$ cat src/logic/hmt_pkg.sv
// Shared constants and types for the humidity/temperature readout block.
// Assumes a single 200 MHz core clock; all pin inputs are asynchronous to it.
package hmt_pkg;

  // Core clock rate, used to turn times into cycle counts
  localparam int unsigned CLK_KHZ = 200_000;

  // Register addresses (7-bit serial address)
  localparam logic [6:0] A_ID   = 7'h0f;
  localparam logic [6:0] A_RES  = 7'h10;
  localparam logic [6:0] A_CR1  = 7'h20;
  localparam logic [6:0] A_CR2  = 7'h21;
  localparam logic [6:0] A_CR3  = 7'h22;
  localparam logic [6:0] A_STAT = 7'h27;
  localparam logic [6:0] A_HUML = 7'h28;
  localparam logic [6:0] A_HUMH = 7'h29;
  localparam logic [6:0] A_TMPL = 7'h2a;
  localparam logic [6:0] A_TMPH = 7'h2b;

  // Field positions
  localparam int TRES_LSB    = 3;
  localparam int HRES_LSB    = 0;
  localparam int ACTIVE_BIT  = 7;
  localparam int HOLD_BIT    = 2;
  localparam int RATE_LSB    = 0;
  localparam int BOOT_BIT    = 7;
  localparam int ONESHOT_BIT = 0;
  localparam int POL_BIT     = 7;
  localparam int OD_BIT      = 6;
  localparam int RDYEN_BIT   = 2;

  // Writable bits; everything else is reserved and reads zero
  localparam logic [7:0] RES_WMASK = 8'h1b;
  localparam logic [7:0] CR1_WMASK = 8'h87;
  localparam logic [7:0] CR2_WMASK = 8'h81;
  localparam logic [7:0] CR3_WMASK = 8'hc4;

  // Reset values
  localparam logic [7:0] RES_RST = 8'h00;
  localparam logic [7:0] CR1_RST = 8'h00;
  localparam logic [7:0] CR2_RST = 8'h00;
  localparam logic [7:0] CR3_RST = 8'h00;

  // Mode-select pin code for stand-alone pulse-width output
  localparam logic [1:0] SEL_PWM = 2'b01;

  // Timing, in the units named
  localparam int unsigned RATE_1HZ_MS  = 1000;
  localparam int unsigned RATE_02HZ_MS = 5000;
  localparam int unsigned RATE_01HZ_MS = 10000;
  localparam int unsigned CONV_MS      = 16;
  localparam int unsigned PWM_HZ       = 120;
  localparam int unsigned PWM_MEAS_MS  = 500;
  localparam int unsigned BOOT_CYC     = 16;

  // Fixed resolutions in pulse-width mode
  localparam logic [4:0] PWM_HUM_BITS = 5'd10;
  localparam logic [4:0] PWM_TMP_BITS = 5'd12;

  // Synchronised pin bundle
  typedef struct packed {
    logic       cs_n;
    logic       sclk;
    logic       sdio;
    logic [1:0] sel;
  } hmt_pins_s;

  localparam hmt_pins_s PIN_IDLE = '{cs_n: 1'b1, sclk: 1'b1, sdio: 1'b0, sel: 2'b00};

  // One humidity/temperature result pair
  typedef struct packed {
    logic [15:0] hum;
    logic [15:0] tmp;
  } hmt_meas_s;

  typedef enum logic [1:0] {ST_BOOT, ST_IDLE, ST_CONV} hmt_state_e;

endpackage

$ cat src/logic/hmt_readout.sv
// Register readout, conversion sequencing and pin logic of the sensor.
// Assumes raw ADC words arrive on the core clock; serial pins are async.
`timescale 1ns/10ps
module hmt_readout
  import hmt_pkg::*;
#(
  parameter logic [7:0]  ID_CODE   = 8'h5a,  // Arbitrary identifier value
  parameter int unsigned RATE1_CYC = RATE_1HZ_MS * CLK_KHZ,
  parameter int unsigned RATE2_CYC = RATE_02HZ_MS * CLK_KHZ,
  parameter int unsigned RATE3_CYC = RATE_01HZ_MS * CLK_KHZ,
  parameter int unsigned CONV_CYC  = CONV_MS * CLK_KHZ,
  parameter int unsigned PWM_CYC   = CLK_KHZ * 1000 / PWM_HZ,
  parameter int unsigned PMEAS_CYC = PWM_MEAS_MS * CLK_KHZ
)
(
  // Clock, reset, enable
  input  wire logic       clk_in,
  input  wire logic       resetn_in,
  input  wire logic       clk_en_in,
  // Serial port and mode pins
  input  wire logic       chip_select_n_in,
  input  wire logic       serial_clock_in,
  input  wire logic       sdio_in,
  output logic            sdio_out,
  output logic            sdio_oe_out,
  input  wire logic [1:0] mode_sel_in,
  // Data-ready pin
  output logic            ready_pin_out,
  output logic            ready_pin_oe_out,
  // Converter and fuse side
  input  wire hmt_meas_s  raw_in,
  input  wire logic [7:0] fuse_trim_in,
  output logic [7:0]      trim_out,
  output logic            conv_busy_out
);

  function automatic logic [15:0] res_mask(input logic [15:0] v, input logic [4:0] bits);
    res_mask = v & ~((16'h0001 << (5'd16 - bits)) - 16'h0001);
  endfunction

  function automatic logic [4:0] hum_bits(input logic [1:0] code);
    case (code)
      2'b00:   hum_bits = 5'd12;
      2'b01:   hum_bits = 5'd11;
      2'b10:   hum_bits = 5'd10;
      default: hum_bits = 5'd8;
    endcase
  endfunction

  hmt_pins_s  pin_s1_r, pin_s2_r;
  logic       sclk_d_r;
  logic       spi_on, sclk_rise, sclk_fall, pwm_mode;
  logic       hdr_done_r, rw_r, spi_oe_r, spi_bit_r;
  logic [2:0] bit_idx_r;
  logic [6:0] addr_r, wr_addr_r, rd_addr_r;
  logic [7:0] shin_r, shout_r, wr_data_r, rd_data;
  logic       wr_stb_r, rd_stb_r;
  logic [7:0] res_r, cr1_r, cr2_r, cr3_r, trim_r;
  logic       hflag_r, tflag_r;
  logic       h_lo_r, h_hi_r, t_lo_r, t_hi_r, lock_h, lock_t;
  hmt_state_e state_r;
  logic [31:0] cnt_r, rate_cnt_r, period, pwm_cnt_r, thr_r;
  logic       due_r, os_src_r, conv_done_r, boot_done_r, os_done_r, start_conv;
  hmt_meas_s  meas_r;
  logic [15:0] pwm_val;
  logic [47:0] pwm_prod;
  logic       active, hold, rdy_lvl;

  assign active = cr1_r[ACTIVE_BIT];
  assign hold   = cr1_r[HOLD_BIT];

  // Two-stage synchronisers; third sclk stage only reads the second
  always_ff @(posedge clk_in or negedge resetn_in)
  begin
    if (!resetn_in)
    begin
      pin_s1_r <= PIN_IDLE;
      pin_s2_r <= PIN_IDLE;
      sclk_d_r <= 1'b1;
    end
    else if (clk_en_in)
    begin
      pin_s1_r <= '{cs_n: chip_select_n_in, sclk: serial_clock_in, sdio: sdio_in,
                    sel: mode_sel_in};
      pin_s2_r <= pin_s1_r;
      sclk_d_r <= pin_s2_r.sclk;
    end
  end

  assign pwm_mode  = (pin_s2_r.sel == SEL_PWM);
  assign spi_on    = ~pin_s2_r.cs_n & ~pwm_mode;
  assign sclk_rise = pin_s2_r.sclk & ~sclk_d_r;
  assign sclk_fall = ~pin_s2_r.sclk & sclk_d_r;

  // Register read mux; unmapped addresses return zero
  always_comb
  begin
    rd_data = 8'h00;
    unique case (addr_r)
      A_ID:    rd_data = ID_CODE;
      A_RES:   rd_data = res_r;
      A_CR1:   rd_data = cr1_r;
      A_CR2:   rd_data = cr2_r;
      A_CR3:   rd_data = cr3_r;
      A_STAT:  rd_data = {6'b00_0000, hflag_r, tflag_r};
      A_HUML:  rd_data = meas_r.hum[7:0];
      A_HUMH:  rd_data = meas_r.hum[15:8];
      A_TMPL:  rd_data = meas_r.tmp[7:0];
      A_TMPH:  rd_data = meas_r.tmp[15:8];
      default: rd_data = 8'h00;
    endcase
  end

  // Serial slave: header then bytes, address auto-increments per byte
  always_ff @(posedge clk_in or negedge resetn_in)
  begin
    if (!resetn_in)
    begin
      hdr_done_r <= 1'b0;
      rw_r       <= 1'b0;
      bit_idx_r  <= 3'd0;
      addr_r     <= 7'h00;
      shin_r     <= 8'h00;
      shout_r    <= 8'h00;
      spi_oe_r   <= 1'b0;
      spi_bit_r  <= 1'b0;
      wr_stb_r   <= 1'b0;
      wr_addr_r  <= 7'h00;
      wr_data_r  <= 8'h00;
      rd_stb_r   <= 1'b0;
      rd_addr_r  <= 7'h00;
    end
    else if (clk_en_in)
    begin
      wr_stb_r <= 1'b0;
      rd_stb_r <= 1'b0;
      if (!spi_on)
      begin
        // frame ends on chip select high
        hdr_done_r <= 1'b0;
        bit_idx_r  <= 3'd0;
        spi_oe_r   <= 1'b0;
      end
      else if (sclk_rise)
      begin
        shin_r    <= {shin_r[6:0], pin_s2_r.sdio};
        bit_idx_r <= bit_idx_r + 3'd1;
        if (bit_idx_r == 3'd7)
        begin
          if (!hdr_done_r)
          begin
            hdr_done_r <= 1'b1;
            rw_r       <= shin_r[6];
            addr_r     <= {shin_r[5:0], pin_s2_r.sdio};
          end
          else if (!rw_r)
          begin
            wr_stb_r  <= 1'b1;
            wr_addr_r <= addr_r;
            wr_data_r <= {shin_r[6:0], pin_s2_r.sdio};
            addr_r    <= addr_r + 7'd1;
          end
        end
      end
      else if (sclk_fall && hdr_done_r && rw_r)
      begin
        spi_oe_r <= 1'b1;
        if (bit_idx_r == 3'd0)
        begin
          spi_bit_r <= rd_data[7];
          shout_r   <= {rd_data[6:0], 1'b0};
          rd_stb_r  <= 1'b1;
          rd_addr_r <= addr_r;
          addr_r    <= addr_r + 7'd1;
        end
        else
        begin
          spi_bit_r <= shout_r[7];
          shout_r   <= {shout_r[6:0], 1'b0};
        end
      end
    end
  end

  // Control registers; a software write in the same cycle beats a self-clear
  always_ff @(posedge clk_in or negedge resetn_in)
  begin
    if (!resetn_in)
    begin
      res_r <= RES_RST;
      cr1_r <= CR1_RST;
      cr2_r <= CR2_RST;
      cr3_r <= CR3_RST;
    end
    else if (clk_en_in)
    begin
      if (boot_done_r)
        cr2_r[BOOT_BIT] <= 1'b0;
      if (os_done_r)
        cr2_r[ONESHOT_BIT] <= 1'b0;
      if (wr_stb_r)
      begin
        unique case (wr_addr_r)
          A_RES:   res_r <= wr_data_r & RES_WMASK;
          A_CR1:   cr1_r <= wr_data_r & CR1_WMASK;
          A_CR2:   cr2_r <= wr_data_r & CR2_WMASK;
          A_CR3:   cr3_r <= wr_data_r & CR3_WMASK;
          default: ;
        endcase
      end
    end
  end

  // Status flags; a new sample wins over a clearing read
  always_ff @(posedge clk_in or negedge resetn_in)
  begin
    if (!resetn_in)
    begin
      hflag_r <= 1'b0;
      tflag_r <= 1'b0;
    end
    else if (clk_en_in)
    begin
      if (rd_stb_r && rd_addr_r == A_HUMH)
        hflag_r <= 1'b0;
      if (rd_stb_r && rd_addr_r == A_TMPH)
        tflag_r <= 1'b0;
      if (conv_done_r)
      begin
        hflag_r <= 1'b1;
        tflag_r <= 1'b1;
      end
    end
  end

  // pair lock: set once either byte read, released when both
  always_ff @(posedge clk_in or negedge resetn_in)
  begin
    if (!resetn_in)
    begin
      h_lo_r <= 1'b0;
      h_hi_r <= 1'b0;
      t_lo_r <= 1'b0;
      t_hi_r <= 1'b0;
    end
    else if (clk_en_in)
    begin
      if (!hold)
      begin
        h_lo_r <= 1'b0;
        h_hi_r <= 1'b0;
        t_lo_r <= 1'b0;
        t_hi_r <= 1'b0;
      end
      else if (rd_stb_r)
      begin
        if (rd_addr_r == A_HUML)
          {h_lo_r, h_hi_r} <= h_hi_r ? 2'b00 : 2'b10;
        if (rd_addr_r == A_HUMH)
          {h_lo_r, h_hi_r} <= h_lo_r ? 2'b00 : 2'b01;
        if (rd_addr_r == A_TMPL)
          {t_lo_r, t_hi_r} <= t_hi_r ? 2'b00 : 2'b10;
        if (rd_addr_r == A_TMPH)
          {t_lo_r, t_hi_r} <= t_lo_r ? 2'b00 : 2'b01;
      end
    end
  end

  assign lock_h = hold & (h_lo_r | h_hi_r);
  assign lock_t = hold & (t_lo_r | t_hi_r);

  // rate period; pulse mode overrides with its own cadence
  always_comb
  begin
    unique case (cr1_r[RATE_LSB +: 2])
      2'b01:   period = RATE1_CYC;
      2'b10:   period = RATE2_CYC;
      default: period = RATE3_CYC;
    endcase
    if (pwm_mode)
      period = PMEAS_CYC;
  end

  // Periodic trigger; due stays pending until the engine takes it
  always_ff @(posedge clk_in or negedge resetn_in)
  begin
    if (!resetn_in)
    begin
      rate_cnt_r <= 32'h0000_0000;
      due_r      <= 1'b0;
    end
    else if (clk_en_in)
    begin
      if (start_conv)
        due_r <= 1'b0;
      if (pwm_mode || (active && cr1_r[RATE_LSB +: 2] != 2'b00))
      begin
        if (rate_cnt_r >= period - 32'd1)
        begin
          rate_cnt_r <= 32'h0000_0000;
          due_r      <= 1'b1;
        end
        else
          rate_cnt_r <= rate_cnt_r + 32'd1;
      end
      else
        rate_cnt_r <= 32'h0000_0000;
    end
  end

  // no conversion in power-down, except stand-alone mode
  // Pulse mode also waits for its timer, so it measures only at its own cadence
  assign start_conv = (state_r == ST_IDLE) && !cr2_r[BOOT_BIT]
                    && (pwm_mode ? due_r : (active && (cr2_r[ONESHOT_BIT] || due_r)));

  // Sequencer: fuse load at reset, reboot, conversions
  always_ff @(posedge clk_in or negedge resetn_in)
  begin
    if (!resetn_in)
    begin
      state_r     <= ST_BOOT;
      cnt_r       <= 32'(BOOT_CYC - 1);
      trim_r      <= 8'h00;
      os_src_r    <= 1'b0;
      conv_done_r <= 1'b0;
      boot_done_r <= 1'b0;
      os_done_r   <= 1'b0;
    end
    else if (clk_en_in)
    begin
      conv_done_r <= 1'b0;
      boot_done_r <= 1'b0;
      os_done_r   <= 1'b0;
      unique case (state_r)
        ST_BOOT:
        begin
          if (cnt_r == 32'h0000_0000)
          begin
            trim_r      <= fuse_trim_in;
            boot_done_r <= 1'b1;
            state_r     <= ST_IDLE;
          end
          else
            cnt_r <= cnt_r - 32'd1;
        end
        ST_IDLE:
        begin
          if (cr2_r[BOOT_BIT] && !boot_done_r)
          begin
            state_r <= ST_BOOT;
            cnt_r   <= 32'(BOOT_CYC - 1);
          end
          else if (start_conv)
          begin
            state_r  <= ST_CONV;
            cnt_r    <= 32'(CONV_CYC - 1);
            os_src_r <= cr2_r[ONESHOT_BIT] & ~pwm_mode;
          end
        end
        ST_CONV:
        begin
          if (cnt_r == 32'h0000_0000)
          begin
            conv_done_r <= 1'b1;
            os_done_r   <= os_src_r;
            state_r     <= ST_IDLE;
          end
          else
            cnt_r <= cnt_r - 32'd1;
        end
        default: state_r <= ST_IDLE;
      endcase
    end
  end

  // Result registers; lock holds a pair while software reads it
  always_ff @(posedge clk_in or negedge resetn_in)
  begin
    if (!resetn_in)
      meas_r <= '0;
    else if (clk_en_in && state_r == ST_CONV && cnt_r == 32'h0000_0000)
    begin
      if (pwm_mode)
      begin
        meas_r.hum <= res_mask(raw_in.hum, PWM_HUM_BITS);
        meas_r.tmp <= res_mask(raw_in.tmp, PWM_TMP_BITS);
      end
      else
      begin
        if (!lock_h)
          meas_r.hum <= res_mask(raw_in.hum, hum_bits(res_r[HRES_LSB +: 2]));
        if (!lock_t)
          meas_r.tmp <= res_mask(raw_in.tmp, 5'd14 - {3'b000, res_r[TRES_LSB +: 2]});
      end
    end
  end

  // quantity chosen by clock pin level
  assign pwm_val  = pin_s2_r.sclk ? meas_r.hum : meas_r.tmp;
  assign pwm_prod = {32'h0000_0000, pwm_val} * {16'h0000, PWM_CYC};

  // duty threshold = value/65536 of the period
  always_ff @(posedge clk_in or negedge resetn_in)
  begin
    if (!resetn_in)
    begin
      pwm_cnt_r <= 32'h0000_0000;
      thr_r     <= 32'h0000_0000;
    end
    else if (clk_en_in)
    begin
      thr_r     <= pwm_prod[47:16];
      pwm_cnt_r <= (pwm_cnt_r >= PWM_CYC - 32'd1) ? 32'h0000_0000 : pwm_cnt_r + 32'd1;
    end
  end

  assign rdy_lvl = (hflag_r | tflag_r) ^ cr3_r[POL_BIT];

  // Output flops; open-drain only ever pulls low
  always_ff @(posedge clk_in or negedge resetn_in)
  begin
    if (!resetn_in)
    begin
      sdio_out         <= 1'b0;
      sdio_oe_out      <= 1'b0;
      ready_pin_out    <= 1'b0;
      ready_pin_oe_out <= 1'b0;
      trim_out         <= 8'h00;
      conv_busy_out    <= 1'b0;
    end
    else if (clk_en_in)
    begin
      sdio_out      <= pwm_mode ? (pwm_cnt_r < thr_r) : spi_bit_r;
      sdio_oe_out   <= pwm_mode | spi_oe_r;
      trim_out      <= trim_r;
      conv_busy_out <= (state_r == ST_CONV);
      ready_pin_out    <= cr3_r[OD_BIT] ? 1'b0 : rdy_lvl;
      ready_pin_oe_out <= cr3_r[RDYEN_BIT] & (~cr3_r[OD_BIT] | ~rdy_lvl);
    end
  end

  hflag_clear_a: assert property (@(posedge clk_in) disable iff (!resetn_in)
    clk_en_in && rd_stb_r && rd_addr_r == A_HUMH && !conv_done_r |=> !hflag_r)
    else $error("humidity flag not cleared by high byte read");

  tflag_clear_a: assert property (@(posedge clk_in) disable iff (!resetn_in)
    clk_en_in && rd_stb_r && rd_addr_r == A_TMPH && !conv_done_r |=> !tflag_r)
    else $error("temperature flag not cleared by high byte read");

  status_set_a: assert property (@(posedge clk_in) disable iff (!resetn_in)
    clk_en_in && conv_done_r |=> hflag_r && tflag_r)
    else $error("status flags not set after conversion");

  oneshot_clear_a: assert property (@(posedge clk_in) disable iff (!resetn_in)
    clk_en_in && os_done_r && !wr_stb_r |=> !cr2_r[ONESHOT_BIT])
    else $error("one-shot bit not cleared after conversion");

  reboot_clear_a: assert property (@(posedge clk_in) disable iff (!resetn_in)
    clk_en_in && state_r == ST_BOOT && cnt_r == 32'h0000_0000 ##1 clk_en_in && !wr_stb_r
    |=> !cr2_r[BOOT_BIT] && trim_r == $past(fuse_trim_in, 2))
    else $error("reboot did not reload trim and clear bit");

  power_down_a: assert property (@(posedge clk_in) disable iff (!resetn_in)
    clk_en_in && state_r == ST_IDLE && !active && !pwm_mode |=> state_r != ST_CONV)
    else $error("conversion started in power-down");

  temp_res_a: assert property (@(posedge clk_in) disable iff (!resetn_in)
    clk_en_in && state_r == ST_CONV && cnt_r == 32'h0000_0000 && !pwm_mode && !lock_t
    && res_r[TRES_LSB +: 2] == 2'b11 |=> meas_r.tmp[4:0] == 5'b00000)
    else $error("temperature not truncated to 11 bits");

  hold_pair_a: assert property (@(posedge clk_in) disable iff (!resetn_in)
    clk_en_in && lock_t && !pwm_mode |=> $stable(meas_r.tmp))
    else $error("locked temperature pair changed");

  ready_level_a: assert property (@(posedge clk_in) disable iff (!resetn_in)
    clk_en_in && cr3_r[RDYEN_BIT] && !cr3_r[OD_BIT]
    |=> ready_pin_oe_out && ready_pin_out == $past(rdy_lvl))
    else $error("ready pin does not follow flags");

  sdio_idle_a: assert property (@(posedge clk_in) disable iff (!resetn_in)
    clk_en_in && !pwm_mode && pin_s2_r.cs_n ##1 clk_en_in && !pwm_mode |=> !sdio_oe_out)
    else $error("data line driven outside a frame");

endmodule // hmt_readout

$ cat config.mk
export PLATFORM = sky130hd
export DESIGN_NAME = hmt_readout
export DESIGN_NICKNAME = d
export VERILOG_FILES = /design/src/logic/hmt_pkg.sv /design/src/logic/hmt_readout.sv
export SDC_FILE = /design/constraint.sdc
export NUM_CORES = 1
export LEC_CHECK = 0
export BUFFER_PORTS_ARGS = -buffer_cell sky130_fd_sc_hd__buf_2
export CAP_MARGIN = 25
export CORE_UTILIZATION = 35
export CTS_CLUSTER_DIAMETER = 100
export CTS_CLUSTER_SIZE = 20
export DETAILED_ROUTE_END_ITERATION = 7
export PLACE_DENSITY = 0.5
export SLEW_MARGIN = 40
export SYNTH_ARGS = -nofsm -noshare
export SYNTH_HDL_FRONTEND = slang
export SYNTH_SLANG_ARGS = --single-unit
$ cat constraint.sdc
create_clock -name clk_in -period 8.1 [get_ports clk_in]
set_clock_uncertainty 0.1 [all_clocks]
set_input_delay 0.81 -clock clk_in [delete_from_list [all_inputs] [get_ports clk_in]]
set_output_delay 0.81 -clock clk_in [all_outputs]
set_load 0.02 [all_outputs]
; ---- Word-level counts from Yosys, hierarchy flattened
; Cells that the tools add are included.
[word_totals]
ff_bits = 260
input_bits = 48
out_inout_bits = 13
word_cells = 269
[classes]
n_mux = 86
n_lt_le_gt_ge = 3
n_shift = 2
n_addsub = 11
bitwise = 27
mul = 1
n_reduce_logical = 48
n_eq_ne = 40
[ops]
columns = op, n
row1 = 32-bit two-way mux, 8
row2 = 7-bit by 6-bit equality test with 1-bit output (second input constant), 15
row3 = 8-bit case mux with 10 select lines, 1
row4 = 32-bit by 1-bit adder with 32-bit output (second input constant), 2
row5 = 32-bit case mux with 2 select lines, 1
row6 = 32-bit by 1-bit subtractor with 32-bit output (second input constant), 2
row7 = 31-bit case mux with 2 select lines, 1
row8 = 1-bit two-way mux, 51
row9 = 16-bit two-way mux, 3
row10 = 7-bit two-way mux, 6
row11 = 16-bit by 20-bit multiplier with 36-bit output (second input constant), 1
row12 = 16-bit bitwise AND, 2
row13 = 32-bit by 21-bit greater-or-equal comparator with 1-bit output (second input constant), 1
row14 = 32-bit greater-or-equal comparator, 1
row15 = 32-bit logical NOT, 1
row16 = 32-bit by 21-bit less-than comparator with 1-bit output, 1
row17 = 16-bit inverter, 2
row18 = 1-bit by 5-bit << shifter with 16-bit output (first input constant), 2
row19 = 16-bit by 1-bit subtractor with 16-bit output (second input constant), 2
row20 = 3-bit AND reduction, 10
row21 = 8-bit two-way mux, 3
row22 = 5-bit two-way mux, 3
row23 = 7-bit by 5-bit equality test with 1-bit output (second input constant), 2
row24 = 4-bit AND reduction, 3
row25 = other kinds (31), 94

; ---- Longest topological paths before layout
[depth]
ltp_word = 12
mapped_depth = 26
ltp_nobuf = 24

; ---- Least setup slack after synthesis
; No wires, ideal clock.
[synth_path]
kind = register -> register
start = reg pin_s2_r[3] in the netlist's numbering
end = reg thr_r[9]
arrival_ns = 6.941
period_less_slack_ns = 7.179
setup_time_ns = 0.139
stages_incl_launch_ff = 23
required_ns = 7.861
n_path_buf = 2
slack_ns = 0.921
path_cell_list = dfstp_2 -> buf_1 -> clkbuf_1 -> mux2i_1 -> inv_1 -> fa_1 -> fa_1 -> fa_1 -> fa_1 -> fa_1 -> inv_1 -> fa_1 -> inv_1 -> ha_1 -> and3_1 -> and2_0 -> a221oi_1 -> a31oi_1 -> o21ai_0 -> a21oi_1 -> a21oi_1 -> xor2_1 -> mux2i_1
[synth_via]
elab_chain_cells = 2
[synth_lines]
columns = item, line
row1 = from (decl), hmt_readout.sv:50  ; hmt_pins_s pin_s1_r, pin_s2_r;
row2 = from (signal assigned), hmt_readout.sv:85  ; pin_s2_r <= pin_s1_r;
row3 = 16-bit two-way mux, hmt_readout.sv:399  ; assign pwm_val = pin_s2_r.sclk ? meas_r.hum : meas_r.tmp;
row4 = 16-bit by 20-bit multiplier with 36-bit output, hmt_readout.sv:400  ; assign pwm_prod = {32'h0000_0000, pwm_val} * {16'h0000, PWM_CYC};
row5 = to (signal assigned), hmt_readout.sv:412  ; thr_r <= pwm_prod[47:16];
row6 = to (decl), hmt_readout.sv:62  ; logic [31:0] cnt_r, rate_cnt_r, period, pwm_cnt_r, thr_r;
; Every way passes these cells.
; A chain may end at the register's enable or synchronous reset.

; ---- Worst setup path after layout
[layout_path]
start = reg pin_s2_r[3] in the netlist's numbering
end = reg thr_r[20]
; Same word-level chain as after synthesis.

==> results.cfg <==
[cts]
htree_levels = 1
root_buffer = clkbuf_16
post_cts_resize_count = 0
cts_buffers = 18
cts.sinks = 258
hold_buffers = 0
clkTransAtPathRegs_ps = 90
clock_path_buffers = 3
clock_latency_ps = 560
post_cts_buffers = 0
cts_tree = yes

[die]
initial_utilization = 0.354
die_x_um = 235
die_h_um = 235
rows = 85
die_area_sq_um = 55400
core_sq_um = 53800
ios = 61

[timing]
relSlewSlack = 0.447
layout_setup_ws_ps = 538
finalSetupViolations = 0
max_slew.worst_pin.slew_ps = 825
min_period_over_period = 0.934
fin_crit_ps = 7560
finalSetupTns_ps = 0
finalHoldViolCount = 0
slew_violations = 0
grt_setup_unrepaired = false
fmax_mhz = 132

[route]
m1WireLength_um = 22800
wl_per_cell_um = 17.2
drtIter0Drc = 751
wl_um = 46200
ant_nets = 0
met3_length_um = 1430
drc = 0
wl_met2_um = 21000
dr.max_layer_used = met4
vias = 13700
vias_per_cell = 5.13
drt-pass1-iter-count = 5

[logic_synthesis]
synth-seq-cells = 258
yosys_warnings = 0
synth.top_cells.by_area = dfrtp_1 33%, ha_1 14%, fa_1 12%, inv_1 4.6%, mux2_2 4.1%
synth_top_area_frac = 0.327
synth_edf_count = 0
ys_async_sr_fraction = 1.00
ys_seq_area_frac = 0.339
muxShareOfSynthArea = 0.0617
postSynthAreaPerCell_sq_um = 9.87
synth_cell_types = 78
synth_compound_area_frac = 0.111
syn_area_sq_um = 19100
synth_xor_area_frac = 0.0294
synthCells = 1931
synth_top_family_by_area = adder cells
yosys.area_share.adder = 0.259
ys.flop_type = dfrtp_1
synth_area_leader_cell = dfrtp_1
synth_simple_gate_area_share = 0.142

[setup_path]
reg2reg_slack_ps = 540
start_kind = register
crit_fanout = 14
worstPathRequired_ps = 8380
worstReg2RegStart = pin_s2_r[3]
critPathKind = reg2reg
r2r-end = thr_r[20]
reg2reg_depth = 20
cp.arrival_ps = 7840
endpoint_kind = register

[power_and_ir_drop]
power.switching_uw = 906
leakage_uw = 0.0106
seqPwrFrac = 0.525
peakVddDrop_mv = 0.155
p_per_area_nw_per_um2 = 142
swShare = 0.307
p_comb_frac = 0.154
clkPwrFrac = 0.321
intPower_uw = 2040

[finish]
drive_gt1_frac = 0.105
final_cells = 2681
final_area_sq_um = 20700
final_net_count = 2348
area_delta_synth_final_pct = 8.83
diodes = 0

[grt]
gr-usage-all-layers = 0.170
grt_pass1_vias = 13900
grt_max_degree = 83
grt_pass1_wl_um = 76200
antenna_found_initial = 0
grt.overflow.total = 0

[placed_design]
dp_cells = 2650
place_area_sq_um = 20200
pre_cts_ws_ps = 401
place_hpwl_um = 35700
gp_congestion = 0.900
io_buffer_count = 59

[outcome]
status = finished clean

[run]
maxCapViolations = 0

[worst_hold_path]
hp-class = in2async
## kinds of logic after synthesis
| logic type | count (synthesis) |
|---|---|
| XOR/XNOR | 64 |
| AND/OR/NAND/NOR | 540 |
| adder cells (fa/ha/maj) | 326 |
| multiplexers | 106 |
| other | 2 |
| AO/OA/AOI/OAI | 351 |
| flip-flops | 258 |
| buffers and inverters | 284 |
## registers in the layout, summed over array words and instances, names as in the netlist, 2 cells and up
signal / count
rd_addr_r: 7
pin_s2_r: 5
pin_s1_r: 5
trim_out: 8
state_r: 2
wr_data_r: 7
trim_r: 8
shout_r: 7
meas_r: 32
cr3_r: 3
cr1_r: 4
pwm_cnt_r: 32
res_r: 4
thr_r: 21
shin_r: 7
rate_cnt_r: 32
bit_idx_r: 3
addr_r: 7
cr2_r: 2
wr_addr_r: 7
cnt_r: 32
## cell usage in the layout (no fill, tap or decap), types with 46 or more instances in the layout
cell type and n:
o21ai_0 131, nor2_1 105, inv_1 232, dfrtp_1 249, nand2_1 172, buf_2 57
ha_1 211, nand3_1 46, a21oi_1 93, fa_1 115, mux2_2 69
## stage by stage
stage / total power [uW] / utilization / hold slack, ps
after floorplan: 1870 / - / 338
after global placement: 2010 / 0.374 / 356
after detailed placement: 2030 / 0.375 / 359
after CTS: 3000 / 0.385 / 127
after global routing: 3130 / 0.386 / 149
final: 2950 / 0.386 / 105
## power by group through the flow
stage               Clock [uW]  Sequential, uW  Combinational (uW)
finish                     946            1550                 454
CTS                        989            1550                 460
global route              1040            1570                 520
detailed placement           0            1570                 458
global placement             0            1570                 446
floorplan                    0            1540                 331
## cell usage after synthesis (all sizes together) (36+ instances only)
| library cell | number |
|---|---|
| nand3 | 46 |
| xor2 | 36 |
| nor2 | 108 |
| inv | 232 |
| o21ai | 140 |
| nand2 | 174 |
| ha | 211 |
| a21oi | 93 |
| mux2 | 80 |
| dfrtp | 249 |
| clkbuf | 39 |
| fa | 115 |
## worst max-delay path, stage by stage, from the launching register on
cell and delay [ps]:
dfstp_2 830, mux2i_2 450, inv_1 270, fa_1 600
xor2_1 160, ha_1 280, fa_1 530, fa_1 520
fa_1 560, inv_1 80, fa_1 540, inv_1 50
ha_1 380, nand4_1 200, nor4_1 500, o211ai_1 190
a21boi_0 380, a2111oi_0 180, o31ai_1 310, xnor2_1 150
a21oi_1 80
## layer usage
layer,global-route usage,vias to the layer above
met4,0.0398,0
met2,0.273,183
met5,0,-
met3,0.0182,57
li1,-,6713
met1,0.245,6790
## how the worst max path moves through the flow
stage / end / cells past startpoint / from / slack [ps]
6_report: thr_r[20] / 20 / pin_s2_r[3] / 540
5_1_grt: thr_r[20] / 20 / pin_s2_r[3] / 20
4_1_cts: thr_r[20] / 20 / pin_s2_r[3] / 330
3_5_place_dp: thr_r[20] / 20 / pin_s2_r[3] / 400
3_3_place_gp: thr_r[20] / 20 / pin_s2_r[3] / 470
2_1_floorplan: thr_r[9] / 22 / pin_s2_r[3] / 920
## area by class of cell
class	count	area [sq um]
multi-input combinational	1392	11600
fill	5439	33100
clock inverter	6	80.1
clock buffer	25	477
tap	696	871
inverter	233	875
timing repair buffer	71	409
sequential	258	6470
(Power assumes the default switching activity.)
